[config.mk]
export PLATFORM = sky130hd
export DESIGN_NAME = ier_main
export DESIGN_NICKNAME = d
export VERILOG_FILES = /design/src/core/ier_pkg.sv /design/src/core/ier_bus_slave.sv /design/src/core/ier_irq.sv /design/src/core/ier_main.sv
export SDC_FILE = /design/constraint.sdc
export NUM_CORES = 1
export LEC_CHECK = 0
export BUFFER_PORTS_ARGS = -buffer_cell sky130_fd_sc_hd__buf_2
export CAP_MARGIN = 20
export CORE_UTILIZATION = 47
export DETAILED_ROUTE_END_ITERATION = 16
export PLACE_DENSITY = 0.76
export SLEW_MARGIN = 15
export SYNTH_ARGS = -nofsm -noshare
export SYNTH_HDL_FRONTEND = slang
export SYNTH_SLANG_ARGS = --single-unit
[constraint.sdc]
create_clock -name ref_clk -period 1.5 [get_ports ref_clk]
set_input_delay 0.075 -clock ref_clk [delete_from_list [all_inputs] [get_ports ref_clk]]
set_output_delay 0.075 -clock ref_clk [all_outputs]
set_load 0.01 [all_outputs]
[src/core/ier_pkg.sv]
`default_nettype none
package ier_pkg;
	// byte offsets on the register bus
	localparam logic [7:0] OFS_STATUS = 8'h00;
	localparam logic [7:0] OFS_ADDR_LOW = 8'h04;
	localparam logic [7:0] OFS_ADDR_HIGH = 8'h08;
	localparam logic [7:0] OFS_SOURCE_IDS = 8'h0c;
	localparam logic [7:0] OFS_ERR_CTRL = 8'h10;
	localparam logic [7:0] OFS_IRQ_STATUS = 8'h14;
	localparam logic [7:0] OFS_IRQ_MASK = 8'h18;
	// status, source id and control word fields
	localparam int BIT_AV = 31;
	localparam int BIT_V = 30;
	localparam int BIT_UE = 29;
	localparam int BIT_OF = 27;
	localparam int BIT_MV = 26;
	localparam int CLASS_LSB = 0;
	localparam int CLASS_W = 8;
	localparam int TXN_LSB = 8;
	localparam int TXN_W = 24;
	localparam int NODE_LSB = 0;
	localparam int NODE_W = 8;
	localparam int BIT_UI = 2;
	// error class codes
	localparam logic [7:0] CLASS_NONE = 8'h00;
	localparam logic [7:0] CLASS_DECODE = 8'h13;
	localparam logic [7:0] CLASS_SLAVE_RESP = 8'h18;
	localparam logic [7:0] CLASS_TIMEOUT = 8'h20;
	// interrupt status and mask layout
	localparam int IRQ_LOGGED = 0;
	localparam int IRQ_OVERFLOW = 1;
	localparam int IRQ_UNCORR = 2;
	localparam int IRQ_W = 3;
	localparam logic [IRQ_W-1:0] RST_IRQ = 3'h0;
	localparam logic [31:0] READ_UNMAPPED = 32'h0;

	typedef enum logic [0:0] {
		ier_ph_idle = 1'b0,
		ier_ph_answer = 1'b1
	} ier_phase_t;

	typedef struct packed {
		logic v;
		logic av;
		logic ue;
		logic of;
		logic mv;
		logic ui;
		logic [7:0] serr;
		logic [63:0] addr;
		logic [23:0] txn;
		logic [7:0] node;
		logic [31:0] rdata;
	} ier_state_t;

	localparam ier_state_t RST_STATE = '0;

	function automatic logic ier_hit(input logic [7:0] a, input logic [7:0] ofs);
		return a == ofs;
	endfunction
endpackage
`default_nettype wire

[src/core/ier_bus_slave.sv]
`timescale 1ns/1ps
`default_nettype none
// one wait state for every access: readdata is loaded in the first cycle
// and stands in the second, where waitrequest drops and the access commits
module ier_bus_slave (
	// clock and reset
	input wire logic ref_clk,
	input wire logic nrst,
	// request
	input wire logic avs_read,
	input wire logic avs_write,
	// handshake
	output logic avs_waitrequest,
	output logic load,
	output logic commit
);
	typedef struct packed {
		ier_pkg::ier_phase_t phase;
	} ier_slave_state_t;

	ier_slave_state_t s;
	ier_slave_state_t next_s;
	logic req;

	always_comb begin
		req = avs_read | avs_write;
		next_s = s;
		load = req & (s.phase == ier_pkg::ier_ph_idle);
		commit = req & (s.phase == ier_pkg::ier_ph_answer);
		avs_waitrequest = req & (s.phase != ier_pkg::ier_ph_answer);
		unique case (s.phase)
			ier_pkg::ier_ph_idle: begin
				if (req) begin
					next_s.phase = ier_pkg::ier_ph_answer;
				end
			end
			ier_pkg::ier_ph_answer: begin
				next_s.phase = ier_pkg::ier_ph_idle;
			end
		endcase
	end

	always_ff @(posedge ref_clk) begin
		if (!nrst) begin
			s.phase <= ier_pkg::ier_ph_idle;
		end else begin
			s <= next_s;
		end
	end
endmodule
`default_nettype wire

[src/core/ier_irq.sv]
`timescale 1ns/1ps
`default_nettype none
module ier_irq (
	// clock and reset
	input wire logic ref_clk,
	input wire logic nrst,
	// events and software access
	input wire logic [2:0] event_in,
	input wire logic [2:0] ack_bits,
	input wire logic mask_we,
	input wire logic [2:0] mask_in,
	// state
	output logic [2:0] status,
	output logic [2:0] mask,
	output logic irq
);
	typedef struct packed {
		logic [2:0] status;
		logic [2:0] mask;
	} ier_irq_state_t;

	ier_irq_state_t s;
	ier_irq_state_t next_s;

	always_comb begin
		next_s = s;
		// a new event in the read-clear cycle survives
		next_s.status = (s.status & ~ack_bits) | event_in;
		if (mask_we) begin
			next_s.mask = mask_in;
		end
		status = s.status;
		mask = s.mask;
		irq = |(s.status & s.mask);
	end

	always_ff @(posedge ref_clk) begin
		if (!nrst) begin
			s.status <= ier_pkg::RST_IRQ;
			s.mask <= ier_pkg::RST_IRQ;
		end else begin
			s <= next_s;
		end
	end
endmodule
`default_nettype wire

[src/core/ier_main.sv]
// The register offsets and the Avalon-MM register port were chosen for this implementation.
`timescale 1ns/1ps
`default_nettype none
module ier_main (
	// clock and reset
	input wire logic ref_clk,
	input wire logic nrst,
	// register bus
	input wire logic [7:0] avs_address,
	input wire logic avs_read,
	input wire logic avs_write,
	input wire logic [31:0] avs_writedata,
	input wire logic [3:0] avs_byteenable,
	input wire logic avs_secure,
	output logic [31:0] avs_readdata,
	output logic avs_waitrequest,
	// detected faults from the slave-side interface
	input wire logic err_valid,
	input wire logic [7:0] err_class,
	input wire logic err_uncorrected,
	input wire logic [63:0] err_addr,
	input wire logic [23:0] err_txn_id,
	input wire logic [7:0] err_node_id,
	// interrupt
	output logic irq
);
	ier_pkg::ier_state_t s;
	ier_pkg::ier_state_t next_s;

	logic load;
	logic commit;
	logic wr;
	logic st_wr;
	logic clr_of;
	logic clr_ue;
	logic clr_av;
	logic clr_mv;
	logic clr_v;
	logic capture;
	logic overflow;
	logic mask_we;
	logic [2:0] ack_bits;
	logic [2:0] events;
	logic [2:0] irq_status;
	logic [2:0] irq_mask;
	logic [31:0] rd_word;

	ier_bus_slave u_slave (
		.ref_clk(ref_clk),
		.nrst(nrst),
		.avs_read(avs_read),
		.avs_write(avs_write),
		.avs_waitrequest(avs_waitrequest),
		.load(load),
		.commit(commit)
	);

	ier_irq u_irq (
		.ref_clk(ref_clk),
		.nrst(nrst),
		.event_in(events),
		.ack_bits(ack_bits),
		.mask_we(mask_we),
		.mask_in(avs_writedata[2:0]),
		.status(irq_status),
		.mask(irq_mask),
		.irq(irq)
	);

	// write-1-clear decode; each dependency uses the clear of the same write
	always_comb begin
		// non-secure writes are dropped silently, the bus still completes
		wr = commit & avs_write & avs_secure;
		st_wr = wr & ier_pkg::ier_hit(avs_address, ier_pkg::OFS_STATUS) & avs_byteenable[3];
		clr_of = st_wr & avs_writedata[ier_pkg::BIT_OF];
		clr_ue = st_wr & avs_writedata[ier_pkg::BIT_UE] & (!s.of | clr_of);
		clr_av = st_wr & avs_writedata[ier_pkg::BIT_AV] & (!s.ue | clr_ue);
		clr_mv = st_wr & avs_writedata[ier_pkg::BIT_MV] & (!s.ue | clr_ue);
		clr_v = st_wr & avs_writedata[ier_pkg::BIT_V] & (!s.ue | clr_ue) & (!s.av | clr_av)
			& (!s.of | clr_of) & (!s.mv | clr_mv);
		capture = err_valid & !s.v;
		overflow = err_valid & s.v;
		mask_we = wr & ier_pkg::ier_hit(avs_address, ier_pkg::OFS_IRQ_MASK) & avs_byteenable[0];
	end

	// interrupt events; the uncorrected event needs its enable
	always_comb begin
		events = 3'h0;
		events[ier_pkg::IRQ_LOGGED] = capture;
		events[ier_pkg::IRQ_OVERFLOW] = overflow;
		events[ier_pkg::IRQ_UNCORR] = capture & err_uncorrected & s.ui;
		// only bits that the read actually returned are cleared
		ack_bits = 3'h0;
		if (commit & avs_read & avs_secure
			& ier_pkg::ier_hit(avs_address, ier_pkg::OFS_IRQ_STATUS)) begin
			ack_bits = s.rdata[2:0];
		end
	end

	// read mux, sampled in the first cycle of the access
	always_comb begin
		rd_word = ier_pkg::READ_UNMAPPED;
		if (avs_read & avs_secure) begin
			if (ier_pkg::ier_hit(avs_address, ier_pkg::OFS_STATUS)) begin
				rd_word[ier_pkg::BIT_AV] = s.av;
				rd_word[ier_pkg::BIT_V] = s.v;
				rd_word[ier_pkg::BIT_UE] = s.ue;
				rd_word[ier_pkg::BIT_OF] = s.of;
				rd_word[ier_pkg::BIT_MV] = s.mv;
				rd_word[ier_pkg::CLASS_LSB +: ier_pkg::CLASS_W] = s.serr;
			end else if (ier_pkg::ier_hit(avs_address, ier_pkg::OFS_ADDR_LOW)) begin
				rd_word = s.addr[31:0];
			end else if (ier_pkg::ier_hit(avs_address, ier_pkg::OFS_ADDR_HIGH)) begin
				rd_word = s.addr[63:32];
			end else if (ier_pkg::ier_hit(avs_address, ier_pkg::OFS_SOURCE_IDS)) begin
				rd_word[ier_pkg::TXN_LSB +: ier_pkg::TXN_W] = s.txn;
				rd_word[ier_pkg::NODE_LSB +: ier_pkg::NODE_W] = s.node;
			end else if (ier_pkg::ier_hit(avs_address, ier_pkg::OFS_ERR_CTRL)) begin
				rd_word[ier_pkg::BIT_UI] = s.ui;
			end else if (ier_pkg::ier_hit(avs_address, ier_pkg::OFS_IRQ_STATUS)) begin
				rd_word[ier_pkg::IRQ_W-1:0] = irq_status;
			end else if (ier_pkg::ier_hit(avs_address, ier_pkg::OFS_IRQ_MASK)) begin
				rd_word[ier_pkg::IRQ_W-1:0] = irq_mask;
			end
		end
	end

	// record update; hardware sets win over software clears
	always_comb begin
		next_s = s;
		if (load) begin
			next_s.rdata = rd_word;
		end
		next_s.of = (s.of & !clr_of) | overflow;
		next_s.ue = (s.ue & !clr_ue) | (capture & err_uncorrected);
		next_s.av = (s.av & !clr_av) | capture;
		next_s.mv = (s.mv & !clr_mv) | capture;
		// a fault meeting the clear keeps the record, so overflow never sits on an empty one
		next_s.v = (s.v & !clr_v) | err_valid;
		if (capture) begin
			next_s.serr = err_class;
			next_s.addr = err_addr;
			next_s.txn = err_txn_id;
			next_s.node = err_node_id;
		end else if (clr_v & !overflow) begin
			// an emptied record reports no error
			next_s.serr = ier_pkg::CLASS_NONE;
		end
		if (wr & ier_pkg::ier_hit(avs_address, ier_pkg::OFS_ERR_CTRL) & avs_byteenable[0]) begin
			next_s.ui = avs_writedata[ier_pkg::BIT_UI];
		end
	end

	always_ff @(posedge ref_clk) begin
		if (!nrst) begin
			s <= ier_pkg::RST_STATE;
		end else begin
			s <= next_s;
		end
	end

	// uncorrected is only set together with valid, and the valid clear is gated on
	// uncorrected being clear, so uncorrected never reads set on an empty record
	assign avs_readdata = s.rdata;

	logic status_wr;
	assign status_wr = commit && avs_write && avs_secure && avs_byteenable[3]
		&& ier_pkg::ier_hit(avs_address, ier_pkg::OFS_STATUS);

	// secure read in its answer cycle; readdata then holds what the first cycle saw
	logic sec_rd;
	assign sec_rd = commit && avs_read && avs_secure;
endmodule
`default_nettype wire

-- Yosys cells after proc, flatten, opt, wreduce, memory -nomap -nowiden
Index checks and enable logic that the tools add are counted.
- register bits: 149
- bits in read-only memories: 0
- RAM bits: 0
- logic and storage cells: 104
- input port bits: 155
- latch bits: 0
- memories: 0
- multipliers: 0
- reductions and logical operators: 14
- muxes and demuxes: 19
- $add $sub $neg: 0
- equality and inequality tests: 6
- shift operators: 0
- div/mod/pow operators: 0
- order comparisons: 0
- bitwise logic cells: 51
- operators with widths (kind ; count):
    32-bit 2-to-1 mux ; 3
    1-bit AND ; 36
    29-bit 2-to-1 mux ; 1
    8-bit by 5-bit equality test with 1-bit output, second input constant ; 3
    8-bit 2-to-1 mux ; 3
    18-bit 2-to-1 mux ; 1
    8-bit by 4-bit equality test with 1-bit output, second input constant ; 2
    3-bit 2-to-1 mux ; 5
    1-bit zero test ; 11
    1-bit OR ; 10
    8-bit by 3-bit equality test with 1-bit output, second input constant ; 1
    8-bit zero test ; 1
    3-bit AND ; 2
    2-bit 2-to-1 mux ; 2
    1-bit 2-to-1 mux ; 3
    3-bit inverter ; 1
    3-bit OR ; 1
    3-bit OR reduction ; 1
    1-bit one-hot mux with 2 select lines ; 1
    2-bit nonzero test ; 1
    1-bit inverter ; 1

-- Depth between registers and ports, before layout
Gate-level depths: netlist of run 1.
- depth in word-level cells: 18
- gate-level depth with buffers: 6
- depth with buffers taken out: 4

-- By module
A second synthesis of run 1 with hierarchy kept.
- cells, all modules: 795
- area total of the unflattened synthesis: 6600.1 µm²
- modules (own cells, without submodules) (module ; cells each ; seq. area each (µm²) ; area an instance (µm²) ; instances):
    ier_main ; 769 ; 2842.7 ; 6319.8 ; 1
    ier_irq ; 20 ; 120.1 ; 224.0 ; 1
    ier_bus_slave ; 6 ; 20.0 ; 56.3 ; 1

-- Worst setup path after synthesis of run 1
Ideal clock, no wire load.
- path type: reg2reg
- start point: reg s[141] (netlist name)
- end point: reg s[105] (netlist name)
- path buffers: 3
- setup time: 0.070 ns
- arrival: 1.406 ns
- clock period less this slack: 1.477 ns
- setup slack: 0.023 ns
- cell stages (with the launch flop): 7
- cell sequence: dfxtp_1 -> nand2b_1 -> clkbuf_1 -> clkbuf_1 -> clkbuf_1 -> nand2_1 -> a21oi_1
- word-level cells in the longest chain between the ends: 2
- RTL lines (item ; line ; RTL):
    start: declaration ; ier_main.sv:27 ; ier_pkg::ier_state_t s;
    start signal: assignment ; ier_main.sv:156 ; s <= ier_pkg::RST_STATE;
    start signal: assignment ; ier_main.sv:158 ; s <= next_s;
    1-bit zero test ; ier_main.sv:81 ; capture = err_valid & !s.v;
    1-bit AND ; ier_main.sv:81 ;
Every way passes these cells.
A chain may end at the register's enable or synchronous reset.

-- Worst setup path in the final report of run 1
- start point: reg u_slave.s
- end point: reg s[129] (netlist name)
- word-level cells in the longest chain between the ends: 16
- elaborated cells between the ends (all ways): 23
- those cells by class: 22 x bitwise; 1 x reduce/logical
- RTL lines (item ; line ; RTL):
    start: declaration ; ier_bus_slave.sv:21 ; ier_slave_state_t s;
    start signal: assignment ; ier_bus_slave.sv:47 ; s <= next_s;
    1-bit AND (*) ; ier_bus_slave.sv:29 ; commit = req & (s.phase == ier_pkg::ier_ph_answer);
    1-bit AND (*) (2 in series) ; ier_main.sv:73 ; wr = commit & avs_write & avs_secure;
    1-bit AND (*) (2 in series) ; ier_main.sv:74 ; st_wr = wr & ier_pkg::ier_hit(avs_address, ier_pkg::OFS_STATUS) & avs_byteenable[3];
    1-bit AND ; ier_main.sv:75 ; clr_of = st_wr & avs_writedata[ier_pkg::BIT_OF];
    1-bit OR ; ier_main.sv:76, ier_main.sv:80 ;
    1-bit AND ; ier_main.sv:76 ; clr_ue = st_wr & avs_writedata[ier_pkg::BIT_UE] & (!s.of | clr_of);
    1-bit OR ; ier_main.sv:77, ier_main.sv:78, ier_main.sv:79 ;
    1-bit AND ; ier_main.sv:77 ; clr_av = st_wr & avs_writedata[ier_pkg::BIT_AV] & (!s.ue | clr_ue);
    1-bit OR ; ier_main.sv:79 ; clr_v = st_wr & avs_writedata[ier_pkg::BIT_V] & (!s.ue | clr_ue) & (!s.av | clr_av)
    1-bit AND ; ier_main.sv:79 ;
    1-bit AND ; ier_main.sv:80 ; & (!s.of | clr_of) & (!s.mv | clr_mv);
    1-bit AND (*) ; ier_main.sv:80 ;
    1-bit AND (*) ; ier_main.sv:145 ; end else if (clr_v & !overflow) begin
    2-bit nonzero test (no source line) (*) ; -- ;
Every way passes the cells marked *; elsewhere a longest branch is shown, timed or not.

==> implementation parameters, run 1 <==
Parameter                              Value

Global route
  GRT Overall Usage ... 29.15%
  Wire length of the first global-routing pass ... 32640 um
  Number of global-route vias before repair ... 6622
  Pin count of the biggest net entering global routing ... 95
  Initial antenna violation count ... 0
  Total congestion overflow after global routing ... 0

Clock tree
  Number of buffers added by the clock tree synthesis step ... 17
  Worst skew pair latency ... 0.42 ns
  Number of buffers between clock root and the deepest sink ... 2
  CTS root buffer ... sky130_fd_sc_hd__clkbuf_16
  Htree depth ... 4
  TritonCTS clock tree ... yes
  CTS sink count ... 149
  Register clock-pin slew on the reported worst setup and hold paths ... 0.06 ns

Synth
  Mux contribution to synthesized area ... 5.859%
  Simple-gate share of the synthesized area ... 20.56%
  Library cell occupying the most area in the post-synthesis netlist ... sky130_fd_sc_hd__dfxtp_1
  Synth async-reset ratio ... 0%
  Synth Cell Area ... 6535 sq um
  Area share of fa/ha/maj cells after synthesis ... 0%
  Yosys warnings ... 0
  Number of synthesized register bits ... 149
  Post-synthesis xor/xnor area fraction ... 0%
  EDFF count, synth ... 0
  Synthesized instance count ... 810
  Leading cell types by total area after synthesis ... sky130_fd_sc_hd__dfxtp_1 46%, sky130_fd_sc_hd__nand2_1 14%, sky130_fd_sc_hd__a21oi_1 8.8%
  Top flip-flop cell by instance count after synthesis ... sky130_fd_sc_hd__dfxtp_1
  Sequential element share of the synthesized area ... 45.64%
  Net count after synthesis ... 965
  Distinct cells, synth ... 57
  Compound-cell area share of the yosys netlist ... 19.87%
  Synth top area share ... 45.64%
  Per-instance average area after synthesis ... 8.068 sq um
  Largest family of logic cells by synthesized area ... simple AND/OR/NAND/NOR gates

Setup path
  Critical path fanouts, max ... 13
  Path depth of the worst reg2reg path ... 5
  R2r endpoint ... s[129]
  Startpoint class of the critical path ... flop
  Worst EP required ... 1.79 ns
  Critical Path End Type ... flop
  Type of the worst setup path ... flop to flop
  Worst reg2reg startpoint ... u_slave.s
  Setup slack of the worst register-to-register path ... 0.05 ns
  Arrival time worst endpoint ... 1.74 ns

Power
  Overall power after layout ... 9.721 mW
  Standby leakage power ... 3.912 nW
  Cell Pwr Density ... 1046 nW/um^2
  Worst supply voltage drop on vdd ... 812.2 uV

STA
  Worst clock skew on the final layout ... 0.01034 ns
  Worst setup slack after layout ... 0.05000 ns
  Max-slew headroom ... 71.81%
  Final critical-path required period ... 1.450 ns
  Slew @ Worst Pin ... 0.4229 ns
  Max Slew Vio Count ... 0
  Max frequency ... 689.7 MHz
  Fin. Hold Viols ... 0
  Hold Slack ... 0.03985 ns
  RSZ-0062 raised after global routing ... true
  Final period utilization ... 96.67%
  Final setup fails ... 0
  Sum Neg Setup Slack ... 0 ns

Job
  Max Cap Viol ... 0

Floorplanning
  Core region area ... 13400 sq um
  Die Height ... 119.9 um
  Number of placed I/O pins ... 189
  X dimension of the die ... 119.9 um
  Cell row count ... 42
  Die area ... 14380 sq um
  Starting Density ... 48.77%

Cells and area
  Share of layout cells above drive strength 1 ... 28.13%
  Cell Count, Final, Fillers Out ... 1246
  Leading cell type in the layout, fill and taps excluded ... sky130_fd_sc_hd__nand2_1
  Antenna diode instance count ... 0
  Area of all placed cells without fillers ... 9290 sq um
  Nets ... 1213
  Most frequent cells in the layout ... 237 x sky130_fd_sc_hd__nand2_1, 162 x sky130_fd_sc_hd__buf_2, 149 x sky130_fd_sc_hd__dfxtp_1
  Layout area overhead ... 42.16%
  Final Util ... 69.33%

Placed design
  Final weighted congestion in routability-driven placement ... 0.9366
  Total instance count after detailed placement ... 1102
  Worst setup slack after placement ... -0.1260 ns
  Number of input and output port buffers inserted ... 162
  Cell area after placement ... 7537 sq um
  Total half-perimeter wirelength after legalization and detailed placement ... 12190 um

Route
  DR pass1 iterations ... 5
  Number of DRC violations after detailed-routing iteration 0 ... 456
  Residual DRC ... 0
  Routed wire length ... 20870 um
  Via-per-instance ratio ... 5.364
  Detail-routed net length per standard cell ... 16.75 um
  Total via count in the routed design ... 6683
  Residual antenna-violating net count after detailed routing ... 0

Worst hold path
  Class of the most critical hold timing path ... primary input to flop
  Destination of the worst hold path ... s[137]
  Number of instances on the worst hold path ... 4
  Startpoint of the lowest-slack hold path ... avs_writedata[26]

Outcome
  Status ... completed
-- what timing repair did --
item	4_1_cts	5_1_grt
setup buffers	0	4
endpoints found under the hold margin	112	0
endpoints found under the setup margin	0	18
hold buffers	109	0
gates resized for setup	0	13
-- flip-flops by register name (all words and copies together), names as in the netlist --
name          count
u_slave.s         1
u_irq.mask        3
avs_readdata     32
u_irq.status      3
s               110
-- synthesized netlist by cell type, types with 2 or more instances --
master and number:
sky130_fd_sc_hd__a21boi_0 2, sky130_fd_sc_hd__a21oi_1 115, sky130_fd_sc_hd__a221oi_1 2, sky130_fd_sc_hd__a22o_1 11, sky130_fd_sc_hd__a22o_2 9, sky130_fd_sc_hd__a22oi_1 7
sky130_fd_sc_hd__a311oi_1 2, sky130_fd_sc_hd__a32oi_1 7, sky130_fd_sc_hd__and2_1 4, sky130_fd_sc_hd__buf_1 2, sky130_fd_sc_hd__buf_2 4, sky130_fd_sc_hd__buf_4 32
sky130_fd_sc_hd__buf_6 2, sky130_fd_sc_hd__clkbuf_1 54, sky130_fd_sc_hd__dfxtp_1 149, sky130_fd_sc_hd__inv_1 8, sky130_fd_sc_hd__mux2_2 26, sky130_fd_sc_hd__mux2i_1 9
sky130_fd_sc_hd__nand2_1 237, sky130_fd_sc_hd__nand2b_1 6, sky130_fd_sc_hd__nand4_1 5, sky130_fd_sc_hd__nor2_1 11, sky130_fd_sc_hd__nor2b_1 3, sky130_fd_sc_hd__nor3_1 22
sky130_fd_sc_hd__nor3b_1 2, sky130_fd_sc_hd__nor4_1 4, sky130_fd_sc_hd__o2111ai_1 2, sky130_fd_sc_hd__o21ai_0 29, sky130_fd_sc_hd__o221ai_1 4, sky130_fd_sc_hd__o311ai_0 6
sky130_fd_sc_hd__o311ai_1 2, sky130_fd_sc_hd__o31ai_1 2, sky130_fd_sc_hd__or2_2 6
-- per-layer routing --
layer	vias to the layer above	GRT usage (%)	wire length [um]
met5	-	0	0
met1	3105	35.51	8658
met3	36	4.610	1303
met2	284	51.29	10510
met4	0	11.02	389
li1	3258	-	-
-- where the power goes --
group          internal, mW  switching, mW
registers              4.13          0.101
clock network          2.60           1.61
logic                 0.628          0.640
total                  7.37           2.36
-- critical path: stages (launching register included) --
cell and delay (ns):
sky130_fd_sc_hd__dfxtp_1 0.36, sky130_fd_sc_hd__and3_4 0.20, sky130_fd_sc_hd__nand4_1 0.10, sky130_fd_sc_hd__buf_4 0.22
sky130_fd_sc_hd__o311ai_1 0.34, sky130_fd_sc_hd__a21oi_1 0.10
-- final cells by class --
| type | instances | area, sq um |
|---|---|---|
| fillers | 1004 | 4110 |
| multi-input cells | 558 | 3087 |
| flip-flops and latches | 149 | 2983 |
| repair buffers | 323 | 2380 |
| clock buffers | 22 | 484.2 |
| well taps | 176 | 220.2 |
| clock inverters | 9 | 101.3 |
| inverters | 9 | 35.03 |
-- logic make-up (layout without fill, tap and decap cells) --
group | Yosys count | in the layout
buf+inv | 103 | 363
simple gates | 312 | 312
mux | 35 | 35
flops | 149 | 149
compound gates | 211 | 211
-- how the worst max path moves through the flow --
stage / end / slack (ns) / startpoint
6_report: s[129] / 0.05 / u_slave.s
5_1_grt: s[129] / -0.05 / u_slave.s
4_1_cts: s[135] / 0.01 / u_slave.s
3_5_place_dp: avs_readdata[1] / -0.13 / avs_address[5]
3_3_place_gp: avs_readdata[18] / -0.13 / avs_address[5]
2_1_floorplan: s[105] / 0.02 / s[141]
(Power assumes the default switching activity.)
==> inputs of run 2 (changes only) <==
- ABC_AREA: unset -> 1
- PLACE_DENSITY: 0.76 -> 0.77
==> run 2 against run 1 <==
Compared with the run above:
- the flow now finishes with violations (setup timing)
- cell count grew 3.9%
- die area fell by 3.2%
- count of clock-buffer cells in the layout unchanged
- worst hold slack worse by 0.015 ns
- total power increased by 3.6%
- register-to-register slack lost 0.16 ns
- core utilization up 1.1 points
==> implementation parameters, run 2 <==
Parameter                              Value

Placed design
  Cell area after placement ... 7289 sq um (-3.3%)
  Total instance count after detailed placement ... 1138 (+3.3%)
  Final weighted congestion in routability-driven placement ... 0.9315 (-0.54%)
  Worst setup slack after placement ... -0.2627 ns (-0.1367 ns)
  Number of input and output port buffers inserted ... 162 (unchanged)
  Total half-perimeter wirelength after legalization and detailed placement ... 12130 um (-0.47%)

Setup path
  Setup slack of the worst register-to-register path ... -0.11 ns (-0.16 ns)
  Critical path fanouts, max ... 5 (-8)
  CP Capture Point ... s[132]
  Worst reg2reg startpoint ... u_slave.s
  CP Depth ... 10 (+5)
  Crit path buf inv count ... 1 (unchanged)
  Most repeated library cell on the critical path ... sky130_fd_sc_hd__nand3_4
  Worst EP required ... 1.80 ns (about the same)
  Type of the worst setup path ... flop to flop
  Critical Path End Type ... flop
  Delay-heaviest family, CP ... simple AND/OR/NAND/NOR gates
  R2r endpoint ... s[132]
  Cell-by-cell listing of the critical path ... buf_6, nand3_4, nor2_4, nand2_2, nor2_1, nand2_1, a21oi_4, nand3_4, nand3_2, a21oi_2
  Launch point of the critical path ... u_slave.s
  Biggest cell delay along the critical path ... 0.34 ns (-0.02 ns)
  Worst path slowest cell ... sky130_fd_sc_hd__dfxtp_2
  Arrival time worst endpoint ... 1.92 ns (+0.18 ns)
  Startpoint class of the critical path ... flop
  Path depth of the worst reg2reg path ... 10 (+5)

STA
  Max frequency ... 620.7 MHz (-10%)
  Worst clock skew on the final layout ... 0.004985 ns (-0.005359 ns)
  Worst setup slack after layout ... -0.1112 ns (-0.1612 ns)
  Slew @ Worst Pin ... 0.4136 ns (-0.009240 ns)
  Final period utilization ... 107.4% (+11 points)
  Max Slew Vio Count ... 0 (unchanged)
  Final setup fails ... 11 (+11)
  RSZ-0062 raised after global routing ... true
  Max-slew headroom ... 72.24% (+0.43 points)
  Final critical-path required period ... 1.611 ns (+0.1612 ns)
  Fin. Hold Viols ... 0 (unchanged)

Route
  Residual antenna-violating net count after detailed routing ... 0 (unchanged)
  Total via count in the routed design ... 6954 (+4.1%)
  Residual DRC ... 0 (unchanged)
  Routed wire length ... 21840 um (+4.7%)
  Detail-routed net length per standard cell ... 16.87 um (+0.72%)
  DR pass1 iterations ... 5 (unchanged)
  Number of DRC violations after detailed-routing iteration 0 ... 705 (+55%)
  Via-per-instance ratio ... 5.370 (+0.12%)

Floorplanning
  Core region area ... 13190 sq um (-1.6%)
  Cell row count ... 42 (unchanged)
  Number of placed I/O pins ... 189 (unchanged)
  Die Height ... 118.0 um (-1.6%)
  X dimension of the die ... 118.0 um (-1.6%)
  Starting Density ... 47.95% (-0.82 points)
  Die area ... 13930 sq um (-3.2%)

Clock tree
  Htree depth ... 4 (unchanged)
  Register clock-pin slew on the reported worst setup and hold paths ... 0.06 ns (about the same)
  Worst skew pair latency ... 0.42 ns (about the same)
  Number of buffers between clock root and the deepest sink ... 2 (unchanged)
  Number of buffers added by the clock tree synthesis step ... 17 (unchanged)
  CTS root buffer ... sky130_fd_sc_hd__clkbuf_16
  TritonCTS clock tree ... yes
  CTS sink count ... 149 (unchanged)

Global route
  Wire length of the first global-routing pass ... 34490 um (+5.7%)
  Pin count of the biggest net entering global routing ... 101 (+6.3%)
  GRT Overall Usage ... 31.82% (+2.7 points)
  Total congestion overflow after global routing ... 0 (unchanged)
  Initial antenna violation count ... 0 (unchanged)
  Number of global-route vias before repair ... 6930 (+4.7%)

Cells and area
  Layout area overhead ... 46.84%
  Most frequent cells in the layout ... 185 x sky130_fd_sc_hd__nor2_1, 162 x sky130_fd_sc_hd__buf_2, 148 x sky130_fd_sc_hd__dfxtp_1
  Area of all placed cells without fillers ... 9288 sq um (about the same)
  Leading cell type in the layout, fill and taps excluded ... sky130_fd_sc_hd__nor2_1
  Multi-input gate area ... 2870 sq um (-7.0%)
  Share of layout cells above drive strength 1 ... 25.56% (-2.6 points)
  Cell Count, Final, Fillers Out ... 1295 (+3.9%)
  Nets ... 1261 (+4.0%)
  Area taken by flip-flops and latches ... 2984 sq um (about the same)
  Flip-flop count of the largest register after layout ... 110 (unchanged)
  Register containing the most flip-flops in the final layout ... s
  Antenna diode instance count ... 0 (unchanged)
  Number of fill cells in the layout ... 995 (-0.90%)

Job
  Max Cap Viol ... 0 (unchanged)

Synth
  Synth async-reset ratio ... 0% (unchanged)
  Synth top cells by count ... 185 x sky130_fd_sc_hd__nor2_1, 149 x sky130_fd_sc_hd__dfxtp_1, 106 x sky130_fd_sc_hd__o21ai_0
  Synth top area share ... 47.16% (+1.5 points)
  Leading cell types by total area after synthesis ... sky130_fd_sc_hd__dfxtp_1 47%, sky130_fd_sc_hd__nor2_1 11%, sky130_fd_sc_hd__o21ai_0 8.4%
  Yosys warnings ... 0 (unchanged)
  Sequential element share of the synthesized area ... 47.16% (+1.5 points)
  Per-instance average area after synthesis ... 7.459 sq um (-7.6%)
  Synthesized instance count ... 848 (+4.7%)
  Distinct cells, synth ... 34 (-40%)
  Dominant cell by count in the synthesized netlist ... sky130_fd_sc_hd__nor2_1
  Synth Cell Area ... 6325 sq um (-3.2%)
  EDFF count, synth ... 0 (unchanged)
  Library cell occupying the most area in the post-synthesis netlist ... sky130_fd_sc_hd__dfxtp_1
  Top flip-flop cell by instance count after synthesis ... sky130_fd_sc_hd__dfxtp_1
  Number of synthesized register bits ... 149 (unchanged)
  Net count after synthesis ... 1003 (+3.9%)

Worst hold path
  Class of the most critical hold timing path ... primary input to flop

Power
  Standby leakage power ... 4.080 nW (+4.3%)
  Worst supply voltage drop on vdd ... 835.0 uV (+2.8%)
  Cell Pwr Density ... 1084 nW/um^2 (+3.6%)

Outcome
  Status ... finished with violations
  Failing checks ... setup timing
run 2: logic make-up after synthesis:
| group | after synthesis | share of synthesized area, % |
|---|---|---|
| compound gates | 249 | 21.60 |
| buf+inv | 125 | 9.852 |
| simple gates | 325 | 21.38 |
| flops | 149 | 47.16 |
run 2: how the worst min path moves through the flow:
stage	startpoint	end	slack (ns)	cells past startpoint
after floorplan	err_addr[36]	s[100]	0.21	2
after global placement	err_addr[30]	s[94]	0.30	3
after detailed placement	err_addr[30]	s[94]	0.30	3
after CTS	err_addr[31]	s[95]	0.01	3
after global routing	err_addr[31]	s[95]	0.01	3
final	err_addr[31]	s[95]	0.03	3
run 2: timing repair:
| action | in CTS | in global routing |
|---|---|---|
| cloned | 1 | 1 |
| setup buffers | 6 | 10 |
| setup endpoints to repair | 36 | 41 |
| hold buffers | 108 | 0 |
| pin swaps | 30 | 13 |
| hold endpoints to repair | 112 | 0 |
| gates resized for setup | 26 | 8 |
run 2: area by class of cell:
cell class / count / area share (%)
Sequential cell: 149 / 32.13
Multi-Input combinational cell: 576 / 30.90
Timing Repair Buffer: 323 / 26.16
Clock buffer: 22 / 4.890
Tap cell: 176 / 2.371
Clock inverter: 10 / 1.913
Inverter: 39 / 1.630
run 2: metrics by stage:
| step | utilization (%) | power, mW | hold slack, ns | setup TNS, ns |
|---|---|---|---|---|
| CTS | 69.65 | 10.01 | 0.01134 | -1.327 |
| floorplan | - | 4.803 | 0.2099 | 0 |
| global route | 70.41 | 10.39 | 0.01164 | -1.463 |
| global placement | 55.26 | 5.179 | 0.2957 | -6.320 |
| detailed placement | 55.26 | 5.193 | 0.2994 | -7.604 |
| finish | 70.41 | 10.07 | 0.02525 | -0.8892 |
run 2: tightest hold or removal path, delay by kind of cell:
kind	cells	cell delay, ns
compound gates	2	0.26
buf+inv	1	0.07
run 2: layer usage:
metal / up-vias / wire length, um / track usage, %
met5: - / 0 / 0
met4: 0 / 1048 / 18.03
met3: 71 / 1458 / 6.153
met2: 365 / 10790 / 54.96
met1: 3200 / 8551 / 36.68
li1: 3318 / - / -
run 2: where the power goes:
| part | internal (mW) | switching, mW |
|---|---|---|
| clock | 2.98 | 1.60 |
| combinational | 0.567 | 0.606 |
| sequential | 4.19 | 0.119 |
| total | 7.74 | 2.33 |
